File: config.mk
export PLATFORM = sky130hd
export DESIGN_NAME = hrap_top
export DESIGN_NICKNAME = d
export VERILOG_FILES = /design/src/hrap_pkg.sv /design/src/hrap_mem.sv /design/src/hrap_spi.sv /design/src/hrap_top.sv
export SDC_FILE = /design/constraint.sdc
export NUM_CORES = 2
export LEC_CHECK = 0
export BUFFER_PORTS_ARGS = -buffer_cell sky130_fd_sc_hd__buf_2
export CAP_MARGIN = 40
export CORE_MARGIN = 2
export CORE_UTILIZATION = 50
export CTS_CLUSTER_SIZE = 14
export DETAILED_ROUTE_END_ITERATION = 8
export GPL_TIMING_DRIVEN = 1
export HOLD_SLACK_MARGIN = 0.12
export PLACE_DENSITY = 0.67
export SYNTH_ARGS = -nofsm -noshare
export SYNTH_HDL_FRONTEND = slang
export SYNTH_HIERARCHICAL = 1
export SYNTH_SLANG_ARGS = --single-unit
File: constraint.sdc
create_clock -name clk -period 25.2 [get_ports clk]
set_input_delay 3.78 -clock clk [delete_from_list [all_inputs] [get_ports clk]]
set_output_delay 3.78 -clock clk [all_outputs]
set_load 0.01 [all_outputs]
File: src/hrap_pkg.sv
package hrap_pkg;

  // ------------------------------------------------------------------
  // register map
  // ------------------------------------------------------------------
  localparam int AW = 11;
  localparam int DW = 8;
  localparam logic [10:0] SOFT_RESET_OFF = 11'h004;
  localparam logic [10:0] LINE_STD_OFF = 11'h020;
  localparam logic [10:0] TX_CFG0_OFF = 11'h022;
  localparam logic [10:0] RX_CFG0_OFF = 11'h028;
  // indirect blocks: 0 transmit payload, 1 receive payload,
  // 2 receive signaling buffer
  localparam int NBLK = 3;
  localparam logic [2:0][10:0] IND_STAT_OFF = {11'h0D3, 11'h0CD, 11'h0C8};
  localparam logic [2:0][10:0] IND_CTRL_OFF = {11'h0D4, 11'h0CE, 11'h0C9};
  localparam logic [2:0][10:0] IND_DATA_OFF = {11'h0D5, 11'h0CF, 11'h0CA};

  // ------------------------------------------------------------------
  // field layout and reset values
  // ------------------------------------------------------------------
  localparam int T_OFF_BIT = 4;
  localparam int R_OFF_BIT = 4;
  localparam int BUSY_BIT = 0;
  localparam int DIR_BIT = 7;
  localparam int IND_AW = 7;
  localparam logic [7:0] LINE_STD_RST = 8'h00;
  localparam logic [7:0] TX_CFG0_RST = 8'h00;
  localparam logic [7:0] RX_CFG0_RST = 8'h00;
  localparam logic [7:0] IND_CTRL_RST = 8'h00;
  localparam logic [7:0] IND_DATA_RST = 8'h00;

  // ------------------------------------------------------------------
  // timing
  // ------------------------------------------------------------------
  localparam int CLK_MHZ = 200;
  localparam int CLK_PERIOD_NS = 5;
  localparam int READY_TIME_US = 2000;
  localparam int READY_CYC = READY_TIME_US * CLK_MHZ;
  localparam int IND_LIMIT_NS = 4000;
  localparam int IND_MAX_CYC = IND_LIMIT_NS / CLK_PERIOD_NS;
  localparam int RDY_CW = 20;
  localparam int SPI_CMD_BITS = 16;
  localparam int SPI_ALL_BITS = 24;

  // ------------------------------------------------------------------
  // types
  // ------------------------------------------------------------------
  typedef struct packed {
    logic valid;
    logic write;
    logic [AW-1:0] addr;
    logic [DW-1:0] wdata;
  } hrap_req_t;

  typedef enum logic [1:0] {
    ENG_IDLE = 2'b00,
    ENG_ISSUE = 2'b01,
    ENG_WAIT = 2'b11
  } hrap_eng_t;

endpackage : hrap_pkg

File: src/hrap_mem.sv
`timescale 1ns/10ps
module hrap_mem #(
  parameter int AW = 7,
  parameter int DW = 8
) (
  // clock and reset
  input wire logic clk,
  input wire logic rst_n,
  // access
  input wire logic we,
  input wire logic [AW-1:0] addr,
  input wire logic [DW-1:0] wdata,
  output logic [DW-1:0] rdata_r
);
  logic [DW-1:0] mem [0:(1<<AW)-1];

  always_ff @(posedge clk) begin
    if (we) begin
      mem[addr] <= wdata;
    end
  end

  always_ff @(posedge clk or negedge rst_n) begin
    if (!rst_n) begin
      rdata_r <= '0;
    end else begin
      rdata_r <= mem[addr];
    end
  end
endmodule : hrap_mem

File: src/hrap_spi.sv
`timescale 1ns/10ps
module hrap_spi (
  // clock and reset
  input wire logic clk,
  input wire logic rst_n,
  // synchronised serial pins
  input wire logic cs_n_s,
  input wire logic sclk_s,
  input wire logic sdi_s,
  // register side
  output hrap_pkg::hrap_req_t req_r,
  input wire logic [7:0] rdata,
  // serial data out
  output logic sdo_r,
  output logic sdo_oe_r
);
  import hrap_pkg::*;

  logic sclk_d_r;
  logic [4:0] cnt_r;
  logic [15:0] sh_r;
  logic rd_r;
  logic [AW-1:0] addr_r;
  logic [7:0] osh_r;

  wire rise = sclk_s & ~sclk_d_r;
  wire fall = ~sclk_s & sclk_d_r;
  wire [15:0] word = {sh_r[14:0], sdi_s};
  wire cmd_done = rise & (cnt_r == 5'(SPI_CMD_BITS - 1));
  wire dat_done = rise & (cnt_r == 5'(SPI_ALL_BITS - 1)) & ~rd_r;

  always_ff @(posedge clk or negedge rst_n) begin
    if (!rst_n) begin
      sclk_d_r <= 1'b0;
      cnt_r <= '0;
      sh_r <= '0;
      rd_r <= 1'b0;
      addr_r <= '0;
    end else begin
      sclk_d_r <= sclk_s;
      if (cs_n_s) begin
        cnt_r <= '0;
      end else if (rise) begin
        sh_r <= word;
        if (cnt_r != 5'(SPI_ALL_BITS)) begin
          cnt_r <= cnt_r + 5'd1;
        end
        if (cmd_done) begin
          rd_r <= sh_r[14];
          addr_r <= word[AW-1:0];
        end
      end
    end
  end

  // one request pulse per transaction; extra clocks are ignored
  always_ff @(posedge clk or negedge rst_n) begin
    if (!rst_n) begin
      req_r <= '0;
    end else begin
      req_r <= '0;
      if (!cs_n_s && cmd_done && sh_r[14]) begin
        req_r.valid <= 1'b1;
        req_r.addr <= word[AW-1:0];
      end else if (!cs_n_s && dat_done) begin
        req_r.valid <= 1'b1;
        req_r.write <= 1'b1;
        req_r.addr <= addr_r;
        req_r.wdata <= word[7:0];
      end
    end
  end

  // read data leaves msb first, changing on falling clock edges
  always_ff @(posedge clk or negedge rst_n) begin
    if (!rst_n) begin
      sdo_r <= 1'b0;
      sdo_oe_r <= 1'b0;
      osh_r <= '0;
    end else if (cs_n_s) begin
      sdo_oe_r <= 1'b0;
    end else if (fall && rd_r && cnt_r == 5'(SPI_CMD_BITS)) begin
      sdo_r <= rdata[7];
      osh_r <= {rdata[6:0], 1'b0};
      sdo_oe_r <= 1'b1;
    end else if (fall && rd_r && cnt_r > 5'(SPI_CMD_BITS)) begin
      sdo_r <= osh_r[7];
      osh_r <= {osh_r[6:0], 1'b0};
    end
  end
endmodule : hrap_spi

File: src/hrap_top.sv
// How it works
// - defaults after reset, access after 2 ms
// - soft reset write restores defaults, 2 ms wait
// - line standard register survives soft reset
// - receive power-down drives receive output low
// - transmit power-down floats transmit output
// - select pin high gives serial port
// - select low gives parallel, style pin strobes
// - chip select edges frame serial transaction
// - command and address sampled on rising clock
// - direction msb, address bits across two bytes
// - direction one reads, zero writes
// - read data changes on falling clock edges
// - per-channel registers reached only indirectly
// - indirect access completes within 4 us
`timescale 1ns/10ps
module hrap_top #(
  parameter int READY_CYC = hrap_pkg::READY_CYC
) (
  // clock and reset
  input wire logic clk,
  input wire logic arst_n,
  // mode straps
  input wire logic serial_host_select,
  input wire logic parallel_bus_style_select,
  // serial host port
  input wire logic cs_n,
  input wire logic sclk,
  input wire logic sdi,
  output logic sdo,
  output logic sdo_oe,
  // parallel host port
  input wire logic pcs_n,
  input wire logic bus_strobe_n,
  input wire logic rw_wr_n,
  input wire logic [7:0] paddr,
  input wire logic [7:0] pdata_in,
  output logic [7:0] pdata_out,
  output logic pdata_oe,
  // line paths
  input wire logic tx_data_in,
  output logic tx_line_out,
  output logic tx_line_oe,
  input wire logic rx_data_in,
  output logic rx_path_out,
  // status
  output logic [7:0] line_standard,
  output logic access_ready
);
  import hrap_pkg::*;

  // ------------------------------------------------------------------
  // reset release and pin synchronisers
  // ------------------------------------------------------------------
  logic [1:0] rst_sync_r;
  logic rst_n;
  logic [23:0] pin_a_r;
  logic [23:0] pin_b_r;
  logic [1:0] line_a_r;
  logic [1:0] line_b_r;

  always_ff @(posedge clk or negedge arst_n) begin
    if (!arst_n) begin
      rst_sync_r <= 2'b00;
    end else begin
      rst_sync_r <= {rst_sync_r[0], 1'b1};
    end
  end
  assign rst_n = rst_sync_r[1];

  // every pin sees two flops before any logic looks at it
  always_ff @(posedge clk or negedge rst_n) begin
    if (!rst_n) begin
      // idle levels: serial clock low, selects and strobes high, so the
      // edge detectors see no false edge after reset
      pin_a_r <= 24'hEFFFFF;
      pin_b_r <= 24'hEFFFFF;
      line_a_r <= 2'b00;
      line_b_r <= 2'b00;
    end else begin
      pin_a_r <= {serial_host_select, parallel_bus_style_select, cs_n,
                  sclk, sdi, pcs_n, bus_strobe_n, rw_wr_n, paddr,
                  pdata_in};
      pin_b_r <= pin_a_r;
      line_a_r <= {tx_data_in, rx_data_in};
      line_b_r <= line_a_r;
    end
  end

  wire spi_mode = pin_b_r[23];
  wire style_hi = pin_b_r[22];
  wire cs_n_s = pin_b_r[21] | ~spi_mode;
  wire sclk_s = pin_b_r[20];
  wire sdi_s = pin_b_r[19];
  wire pcs_n_s = pin_b_r[18] | spi_mode;
  wire strobe_n_s = pin_b_r[17];
  wire rw_s = pin_b_r[16];
  wire [7:0] paddr_s = pin_b_r[15:8];
  wire [7:0] pdata_s = pin_b_r[7:0];

  // ------------------------------------------------------------------
  // serial front end
  // ------------------------------------------------------------------
  hrap_req_t spi_req;
  logic [7:0] rdata_r;

  hrap_spi u_spi (
    .clk(clk),
    .rst_n(rst_n),
    .cs_n_s(cs_n_s),
    .sclk_s(sclk_s),
    .sdi_s(sdi_s),
    .req_r(spi_req),
    .rdata(rdata_r),
    .sdo_r(sdo),
    .sdo_oe_r(sdo_oe)
  );

  // ------------------------------------------------------------------
  // parallel front end
  // ------------------------------------------------------------------
  // style low: strobe plus read/write level; style high: split strobes
  wire p_rd = ~pcs_n_s & ~strobe_n_s & (style_hi | rw_s);
  wire p_wr = ~pcs_n_s & ~rw_s & (style_hi | ~strobe_n_s);
  logic p_rd_d_r;
  logic p_wr_d_r;
  hrap_req_t par_req;

  always_ff @(posedge clk or negedge rst_n) begin
    if (!rst_n) begin
      p_rd_d_r <= 1'b0;
      p_wr_d_r <= 1'b0;
      pdata_out <= '0;
      pdata_oe <= 1'b0;
    end else begin
      p_rd_d_r <= p_rd;
      p_wr_d_r <= p_wr;
      pdata_out <= rdata_r;
      pdata_oe <= p_rd & p_rd_d_r;
    end
  end

  assign par_req.valid = (p_rd & ~p_rd_d_r) | (p_wr & ~p_wr_d_r);
  assign par_req.write = p_wr & ~p_wr_d_r;
  assign par_req.addr = {3'b000, paddr_s};
  assign par_req.wdata = pdata_s;

  // ------------------------------------------------------------------
  // common register access
  // ------------------------------------------------------------------
  logic ready_r;
  logic [RDY_CW-1:0] rdy_cnt_r;
  logic srst_r;
  logic [7:0] line_std_r;
  logic [7:0] tx_cfg_r;
  logic [7:0] rx_cfg_r;
  logic [NBLK-1:0] busy;
  logic [NBLK-1:0][7:0] stat_rd;
  logic [NBLK-1:0][7:0] ctrl_rd;
  logic [NBLK-1:0][7:0] data_rd;

  // accesses before the settle time has run out are dropped
  wire hrap_req_t req = spi_mode ? spi_req : par_req;
  wire acc = req.valid & ready_r;
  wire wr = acc & req.write;
  wire rd = acc & ~req.write;
  wire hit_srst = req.addr == SOFT_RESET_OFF;
  wire hit_std = req.addr == LINE_STD_OFF;
  wire hit_tx = req.addr == TX_CFG0_OFF;
  wire hit_rx = req.addr == RX_CFG0_OFF;

  // soft reset register is write only and reads as zero
  wire [7:0] rd_val = ({8{hit_std}} & line_std_r)
                    | ({8{hit_tx}} & tx_cfg_r)
                    | ({8{hit_rx}} & rx_cfg_r)
                    | stat_rd[0] | stat_rd[1] | stat_rd[2]
                    | ctrl_rd[0] | ctrl_rd[1] | ctrl_rd[2]
                    | data_rd[0] | data_rd[1] | data_rd[2];

  always_ff @(posedge clk or negedge rst_n) begin
    if (!rst_n) begin
      rdata_r <= '0;
      srst_r <= 1'b0;
    end else begin
      srst_r <= wr & hit_srst;
      if (rd) begin
        rdata_r <= rd_val;
      end
    end
  end

  // settle timer restarts on hardware and software reset
  always_ff @(posedge clk or negedge rst_n) begin
    if (!rst_n) begin
      rdy_cnt_r <= '0;
      ready_r <= 1'b0;
    end else if (srst_r) begin
      rdy_cnt_r <= '0;
      ready_r <= 1'b0;
    end else if (!ready_r) begin
      rdy_cnt_r <= rdy_cnt_r + 1'b1;
      if (rdy_cnt_r == RDY_CW'(READY_CYC - 1)) begin
        ready_r <= 1'b1;
      end
    end
  end

  // line standard only returns to default on hardware reset
  always_ff @(posedge clk or negedge rst_n) begin
    if (!rst_n) begin
      line_std_r <= LINE_STD_RST;
    end else if (wr && hit_std) begin
      line_std_r <= req.wdata;
    end
  end

  always_ff @(posedge clk or negedge rst_n) begin
    if (!rst_n) begin
      tx_cfg_r <= TX_CFG0_RST;
      rx_cfg_r <= RX_CFG0_RST;
    end else if (srst_r) begin
      tx_cfg_r <= TX_CFG0_RST;
      rx_cfg_r <= RX_CFG0_RST;
    end else begin
      if (wr && hit_tx) begin
        tx_cfg_r <= req.wdata;
      end
      if (wr && hit_rx) begin
        rx_cfg_r <= req.wdata;
      end
    end
  end

  // ------------------------------------------------------------------
  // indirect access engines, one per block
  // ------------------------------------------------------------------
  genvar g;
  generate
    for (g = 0; g < NBLK; g++) begin : g_blk
      hrap_eng_t st_r;
      logic [7:0] ctrl_r;
      logic [7:0] data_r;
      logic [7:0] mem_rdata;
      wire hit_st = req.addr == IND_STAT_OFF[g];
      wire hit_ct = req.addr == IND_CTRL_OFF[g];
      wire hit_dt = req.addr == IND_DATA_OFF[g];
      wire go = wr & hit_ct & (st_r == ENG_IDLE);
      wire mem_we = (st_r == ENG_ISSUE) & ~ctrl_r[DIR_BIT];

      assign busy[g] = st_r != ENG_IDLE;
      assign stat_rd[g] = {8{hit_st}} & (8'(busy[g]) << BUSY_BIT);
      assign ctrl_rd[g] = {8{hit_ct}} & ctrl_r;
      assign data_rd[g] = {8{hit_dt}} & data_r;

      // per-channel storage is only visible through this engine
      hrap_mem #(
        .AW(IND_AW),
        .DW(8)
      ) u_mem (
        .clk(clk),
        .rst_n(rst_n),
        .we(mem_we),
        .addr(ctrl_r[IND_AW-1:0]),
        .wdata(data_r),
        .rdata_r(mem_rdata)
      );

      // a control write while busy is refused; issue, wait, done
      always_ff @(posedge clk or negedge rst_n) begin
        if (!rst_n) begin
          st_r <= ENG_IDLE;
          ctrl_r <= IND_CTRL_RST;
          data_r <= IND_DATA_RST;
        end else if (srst_r) begin
          st_r <= ENG_IDLE;
          ctrl_r <= IND_CTRL_RST;
          data_r <= IND_DATA_RST;
        end else begin
          case (st_r)
            ENG_IDLE: begin
              if (go) begin
                ctrl_r <= req.wdata;
                st_r <= ENG_ISSUE;
              end else if (wr && hit_dt) begin
                data_r <= req.wdata;
              end
            end
            ENG_ISSUE: begin
              st_r <= ENG_WAIT;
            end
            ENG_WAIT: begin
              if (ctrl_r[DIR_BIT]) begin
                data_r <= mem_rdata;
              end
              st_r <= ENG_IDLE;
            end
            default: begin
              st_r <= ENG_IDLE;
            end
          endcase
        end
      end
    end
  endgenerate

  // ------------------------------------------------------------------
  // line path power-down and status outputs
  // ------------------------------------------------------------------
  always_ff @(posedge clk or negedge rst_n) begin
    if (!rst_n) begin
      tx_line_out <= 1'b0;
      tx_line_oe <= 1'b0;
      rx_path_out <= 1'b0;
      line_standard <= LINE_STD_RST;
      access_ready <= 1'b0;
    end else begin
      tx_line_out <= line_b_r[1];
      tx_line_oe <= ~tx_cfg_r[T_OFF_BIT];
      rx_path_out <= line_b_r[0] & ~rx_cfg_r[R_OFF_BIT];
      line_standard <= line_std_r;
      access_ready <= ready_r;
    end
  end
endmodule : hrap_top

### Yosys cells after proc, flatten, opt, wreduce, memory -nomap -nowiden

Memory sizes are Yosys's and may differ from the RTL's. A register that Yosys moved wholly into a read port is not among the register bits.
Cells that the tools add are included.

* register bits after elaboration: 249
* bits in writable memories: 3072
* input port bits: 28
* output and inout bits: 23
* word-level logic and storage cells: 265
* memories: 3

* add/subtract/negate cells: 2
* order comparisons: 1
* equal/unequal tests: 37
* muxes and demuxes: 63
* bitwise logic cells: 70
* reduce and logical (&&, ||, !) cells: 47

Memories
* g_blk[0].u_mem.mem: depth 128, width 8, rd ports 1, clocked after Yosys merged registers in 1, wr ports 1, line hrap_mem.sv:15 `logic [DW-1:0] mem [0:(1<<AW)-1];`
* g_blk[1].u_mem.mem: depth 128, width 8, rd ports 1, clocked after Yosys merged registers in 1, wr ports 1, line hrap_mem.sv:15
* g_blk[2].u_mem.mem: depth 128, width 8, rd ports 1, clocked after Yosys merged registers in 1, wr ports 1, line hrap_mem.sv:15

Operator list (number)
* $mux 8: 28
* $eq 11x8->1 const B: 9
* $or 8x8->8: 11
* $and 8x8->8: 9
* $pmux 8 s2: 3
* $mux 21: 2
* $mux 20: 2
* $eq 11x6->1 const B: 3
* $reduce_bool 2->1: 15
* $ne 3x3->1 const B: 9
* $and 1x1->1: 26
* $and 8x1->8: 3
* $add 20x1->20 const B: 1
* $eq 20x19->1 const B: 1
* $not 1->1: 16
* $mux 1: 15
* $mux 5: 3
* $logic_and 1x1->1: 12
* $mux 2: 6
* $pmux 2 s2: 3
* $reduce_and 2->1: 6
* $reduce_and 4->1: 3
* $eq 11x3->1 const B: 1
* $mux 11: 1
* other kinds (14): 32

### Depth between registers and ports, before layout

* word-level depth: 20
* gate-level depth with buffers: 12
* mapped depth without buffers: 7

### By module

Netlist, hierarchy kept.

Modules (own cells, without submodules)
* hrap_mem: times used 3, cells an instance 2376, area each 40267.4 um^2, seq. area each 30949.7 um^2
* hrap_top: times used 1, cells an instance 732, area each 8221.6 um^2, seq. area each 4687.0 um^2
* hrap_spi: times used 1, cells an instance 174, area each 2546.2 um^2, seq. area each 1576.5 um^2

### Worst setup path after synthesis

OpenSTA, ideal clock, no wires.

* path kind: reg-to-output
* start: register u_spi.sdo_oe_r
* end: output sdo_oe
* arrival time: 384 ps
* required time: 21420 ps
* slack: 21036 ps
* cell stages (with the launch flop): 1
* buffers on the path: 0
* cells stage by stage: dfrtp_1

RTL lines
* from (decl): line hrap_spi.sv:15 `output logic sdo_oe_r`
* from (signal assigned): line hrap_spi.sv:78 `sdo_oe_r <= 1'b0;`
* from (signal assigned): line hrap_spi.sv:81 `sdo_oe_r <= 1'b0;`
* from (signal assigned): line hrap_spi.sv:85 `sdo_oe_r <= 1'b1;`
* to (decl): line hrap_top.sv:31 `output logic sdo_oe,`

No word-level cell between the ends.

### Worst setup path after layout

* start: register u_spi.sdo_oe_r
* end: output sdo_oe

No word-level cell between the ends.

==> key figures <==
Clocking
  – TritonCTS clock tree: done
  – Postcts setup bufs: 0
  – TritonCTS Buffers: 336
  – Clock transition at the registers of the reported paths: around 0.07 ns
  – Clk Latency, worst-skew pair: between 0.9 and 1 ns
  – Clock root cell: clkbuf_16
  – Max Root-Sink Buffers: 4
  – H-tree levels: 5
  – # resized after CTS: 0
  – CTS Hold Buffers Added: 0
  – Clk sinks: 3344

Detailed routing
  – DRT Pass-1 Iters: 7
  – WL final: 388 mm
  – DRC: 0
  – ANT nets after route: 0
  – Drt via density: 6.78
  – WL/cell: 32.4 µm
  – Via count: 81189
  – Iteration-0 DRC Markers: 12541

STA
  – Period utilization: 0.208
  – Slew @ Worst Pin: 1.01 ns
  – Pins over their slew limit: 0
  – Fin crit period: about 5.2 ns
  – Worst Skew: 0.0854 ns
  – Crit path setup slack, layout: between 15 and 20 ns
  – RSZ-0062 raised after global routing: false
  – Final setup viols: 0
  – FMAX: 191 MHz
  – Fin Setup TNS: 0 ns
  – Hold Slack: 0.347 ns
  – Final Hold Violating Endpoints: 0
  – Slew HR: 0.323

Synthesis
  – FF+latch count, synth: around 3300
  – Yosys cell types: 90
  – Synth area leaders: edfxtp_1 70%, dfrtp_1 4.3%, a221oi_1 4.1%
  – Synth async-reset ratio: 0.0813
  – Top cell type's share of synthesized area: 0.701
  – Synth area leader: edfxtp_1
  – Mapped Area: ~130000 µm²
  – Syn avg cell area: around 16 µm²
  – Post-synthesis sequential area ratio: 0.753
  – Mapped Cells: ~8000
  – Synth warnings: 6
  – Synth Net Count: 8066
  – Most frequent cells after synthesis: 3072 x edfxtp_1, 660 x nor2_1, 617 x a221oi_1, 358 x a21oi_1, 266 x o21ai_0
  – Count leader, synth: edfxtp_1
  – Main synth FF type: edfxtp_1
  – EDFF count, synth: approximately 3100

Critical path
  – Worst-path cell chain: buf_2
  – CP Max Fanout: 2
  – Slowest cell on crit path: dfrtp_1
  – CP arrival: 1.47 ns
  – Delay-heaviest family, CP: flip-flops
  – WP data required: 21.42 ns
  – Startpoint Class: register
  – Worst setup EP type: output port
  – Flop2flop setup slack: ~20 ns
  – Slowest stage delay, CP: 0.37 ns
  – Worst path buffer plus inverter count: 1
  – Crit Path Category: reg2out
  – Cell count of the worst reg-to-reg path: 9
  – Worst r2r dst: g_blk[0].u_mem/rdata_r[7]
  – Worst reg2reg startpoint: g_blk[0].ctrl_r[0]

Flow run
  – MaxCap Viol Count: 0

Pwr
  – Max VDD drop: 55.9 µV
  – Power per Cell Area: 73.9 nW/µm²
  – P_leak: 39.7 nW

Final layout
  – P&R area growth vs syn: 12.1%
  – Final Instance Area: 148000 µm²
  – # fillers: 19919
  – Fraction of layout cells with a size suffix above 1: 0.170
  – Nets: 8210
  – Fin util: 0.563

Floorplanning
  – Die H: 517 µm
  – CORE AREA: 262000 µm²
  – I/O Pins: 51
  – Starting density of the core: 0.502
  – DIE AREA: 267000 µm²
  – FP Rows: between 150 and 200
  – Die width: 517 µm

GRT
  – First-pass GRT wire length: 559 mm
  – Total grt overflow: 0
  – Via count of the first global-routing pass: 78452
  – GRT Overall Usage: 0.286
  – Largest net degree at the start of global routing: between 150 and 200
  – Initial antenna violation count: 8

Place
  – Port bufs: 50
  – GP Congestion: 0.916
  – Dpl cell area: 137000 µm²
  – HPWL after detailed placement: 232 mm
  – Setup WS pre-CTS: 20.47 ns

Hold path
  – Min-delay worst type: reg2async

Outcome
  – Outcome: finished clean
## worst max path at each step
stage                       startpoint                   endpoint  slack (ns)  depth (start not counted)
global placement    g_blk[1].ctrl_r[2]  g_blk[1].u_mem/rdata_r[7]       20.48                         10
finish                  u_spi/sdo_oe_r                     sdo_oe       19.95                          1
CTS                     u_spi/sdo_oe_r                     sdo_oe       19.93                          1
detailed placement  g_blk[0].ctrl_r[0]  g_blk[0].u_mem/rdata_r[7]       20.47                          9
global route            u_spi/sdo_oe_r                     sdo_oe       19.90                          1
floorplan                rst_sync_r[1]               access_ready       17.14                          0
## sequential cells by signal, summed over array words and instances, names as in the netlist, 8 cells and up
signal	count
g_blk.ctrl_r	24
g_blk.data_r	24
g_blk.u_mem/mem	3072
g_blk.u_mem/rdata_r	24
line_standard	8
line_std_r	8
pdata_out	8
pin_a_r	24
pin_b_r	24
rdata_r	8
rdy_cnt_r	20
rx_cfg_r	8
tx_cfg_r	8
u_spi/addr_r	11
u_spi/req_r	21
u_spi/sh_r	15
## area by class of cell
cell class,instances,area (µm²),area share
Antenna cell,4,10.0,0.0000679
Clock buffer,427,9100,0.0617
Clock inverter,185,1610,0.0109
Inverter,27,101,0.000687
Multi-Input combinational cell,4059,29600,0.201
Sequential cell,3344,99300,0.673
Tap cell,3515,4400,0.0298
Timing Repair Buffer,410,3400,0.0231
## metrics by stage
stage / total power, mW / instances
after floorplan: 6.12 / 8034
after global placement: 6.14 / 11199
after detailed placement: 6.14 / 11350
after CTS: 11.0 / 11962
after global routing: 11.2 / 11968
final: 10.9 / 11971
## metal layers
| layer | GRT usage | up-vias | part of all wire |
|---|---|---|---|
| li1 | - | 32956 | - |
| met1 | 0.384 | 41075 | 0.36 |
| met2 | 0.442 | 5989 | 0.46 |
| met3 | 0.0666 | 1157 | 0.12 |
| met4 | 0.139 | 12 | 0.056 |
| met5 | 0 | - | 0.00019 |
## cell families (layout without fill, tap and decap cells)
group                      count (synthesis)  count (layout)  synth area share
DFF                                     3344            3344             0.753
AOI/OAI and AO/OA                       2081            2081             0.116
and+or+nand+nor                         1353            1353            0.0464
buffers and inverters                    631            1049            0.0231
muxes                                    601             601            0.0590
xor gates and xnor gates                  19              19           0.00126
adders and majority gates                  4               4          0.000380
other                                      1               5         0.0000285
## power by group
part | internal (mW) | switching, mW
Clock | 2.77 | 2.11
Sequential | 5.98 | 0.00981
Combinational | 0.0108 | 0.0219
Total | 8.76 | 2.15
## placed cells by master (no fill, tap or decap), types with 38 or more instances in the layout
master	count
buf_2	53
a21oi_1	358
dfrtp_1	185
o22ai_1	93
mux4_2	114
dfstp_2	46
nand3_1	119
o211ai_1	38
clkbuf_16	347
o21ai_0	266
a31oi_1	42
mux2i_1	228
nand2b_1	40
o221ai_1	40
a22oi_1	186
nor2_1	648
clkinv_2	57
a211oi_1	45
nor3_1	68
nand2_1	239
o22a_1	62
a22o_1	62
buf_4	322
mux2_2	259
clkbuf_1	68
a221oi_1	617
clkinv_1	77
edfxtp_1	3072
Note: power is estimated with default switching activity, not from simulation.
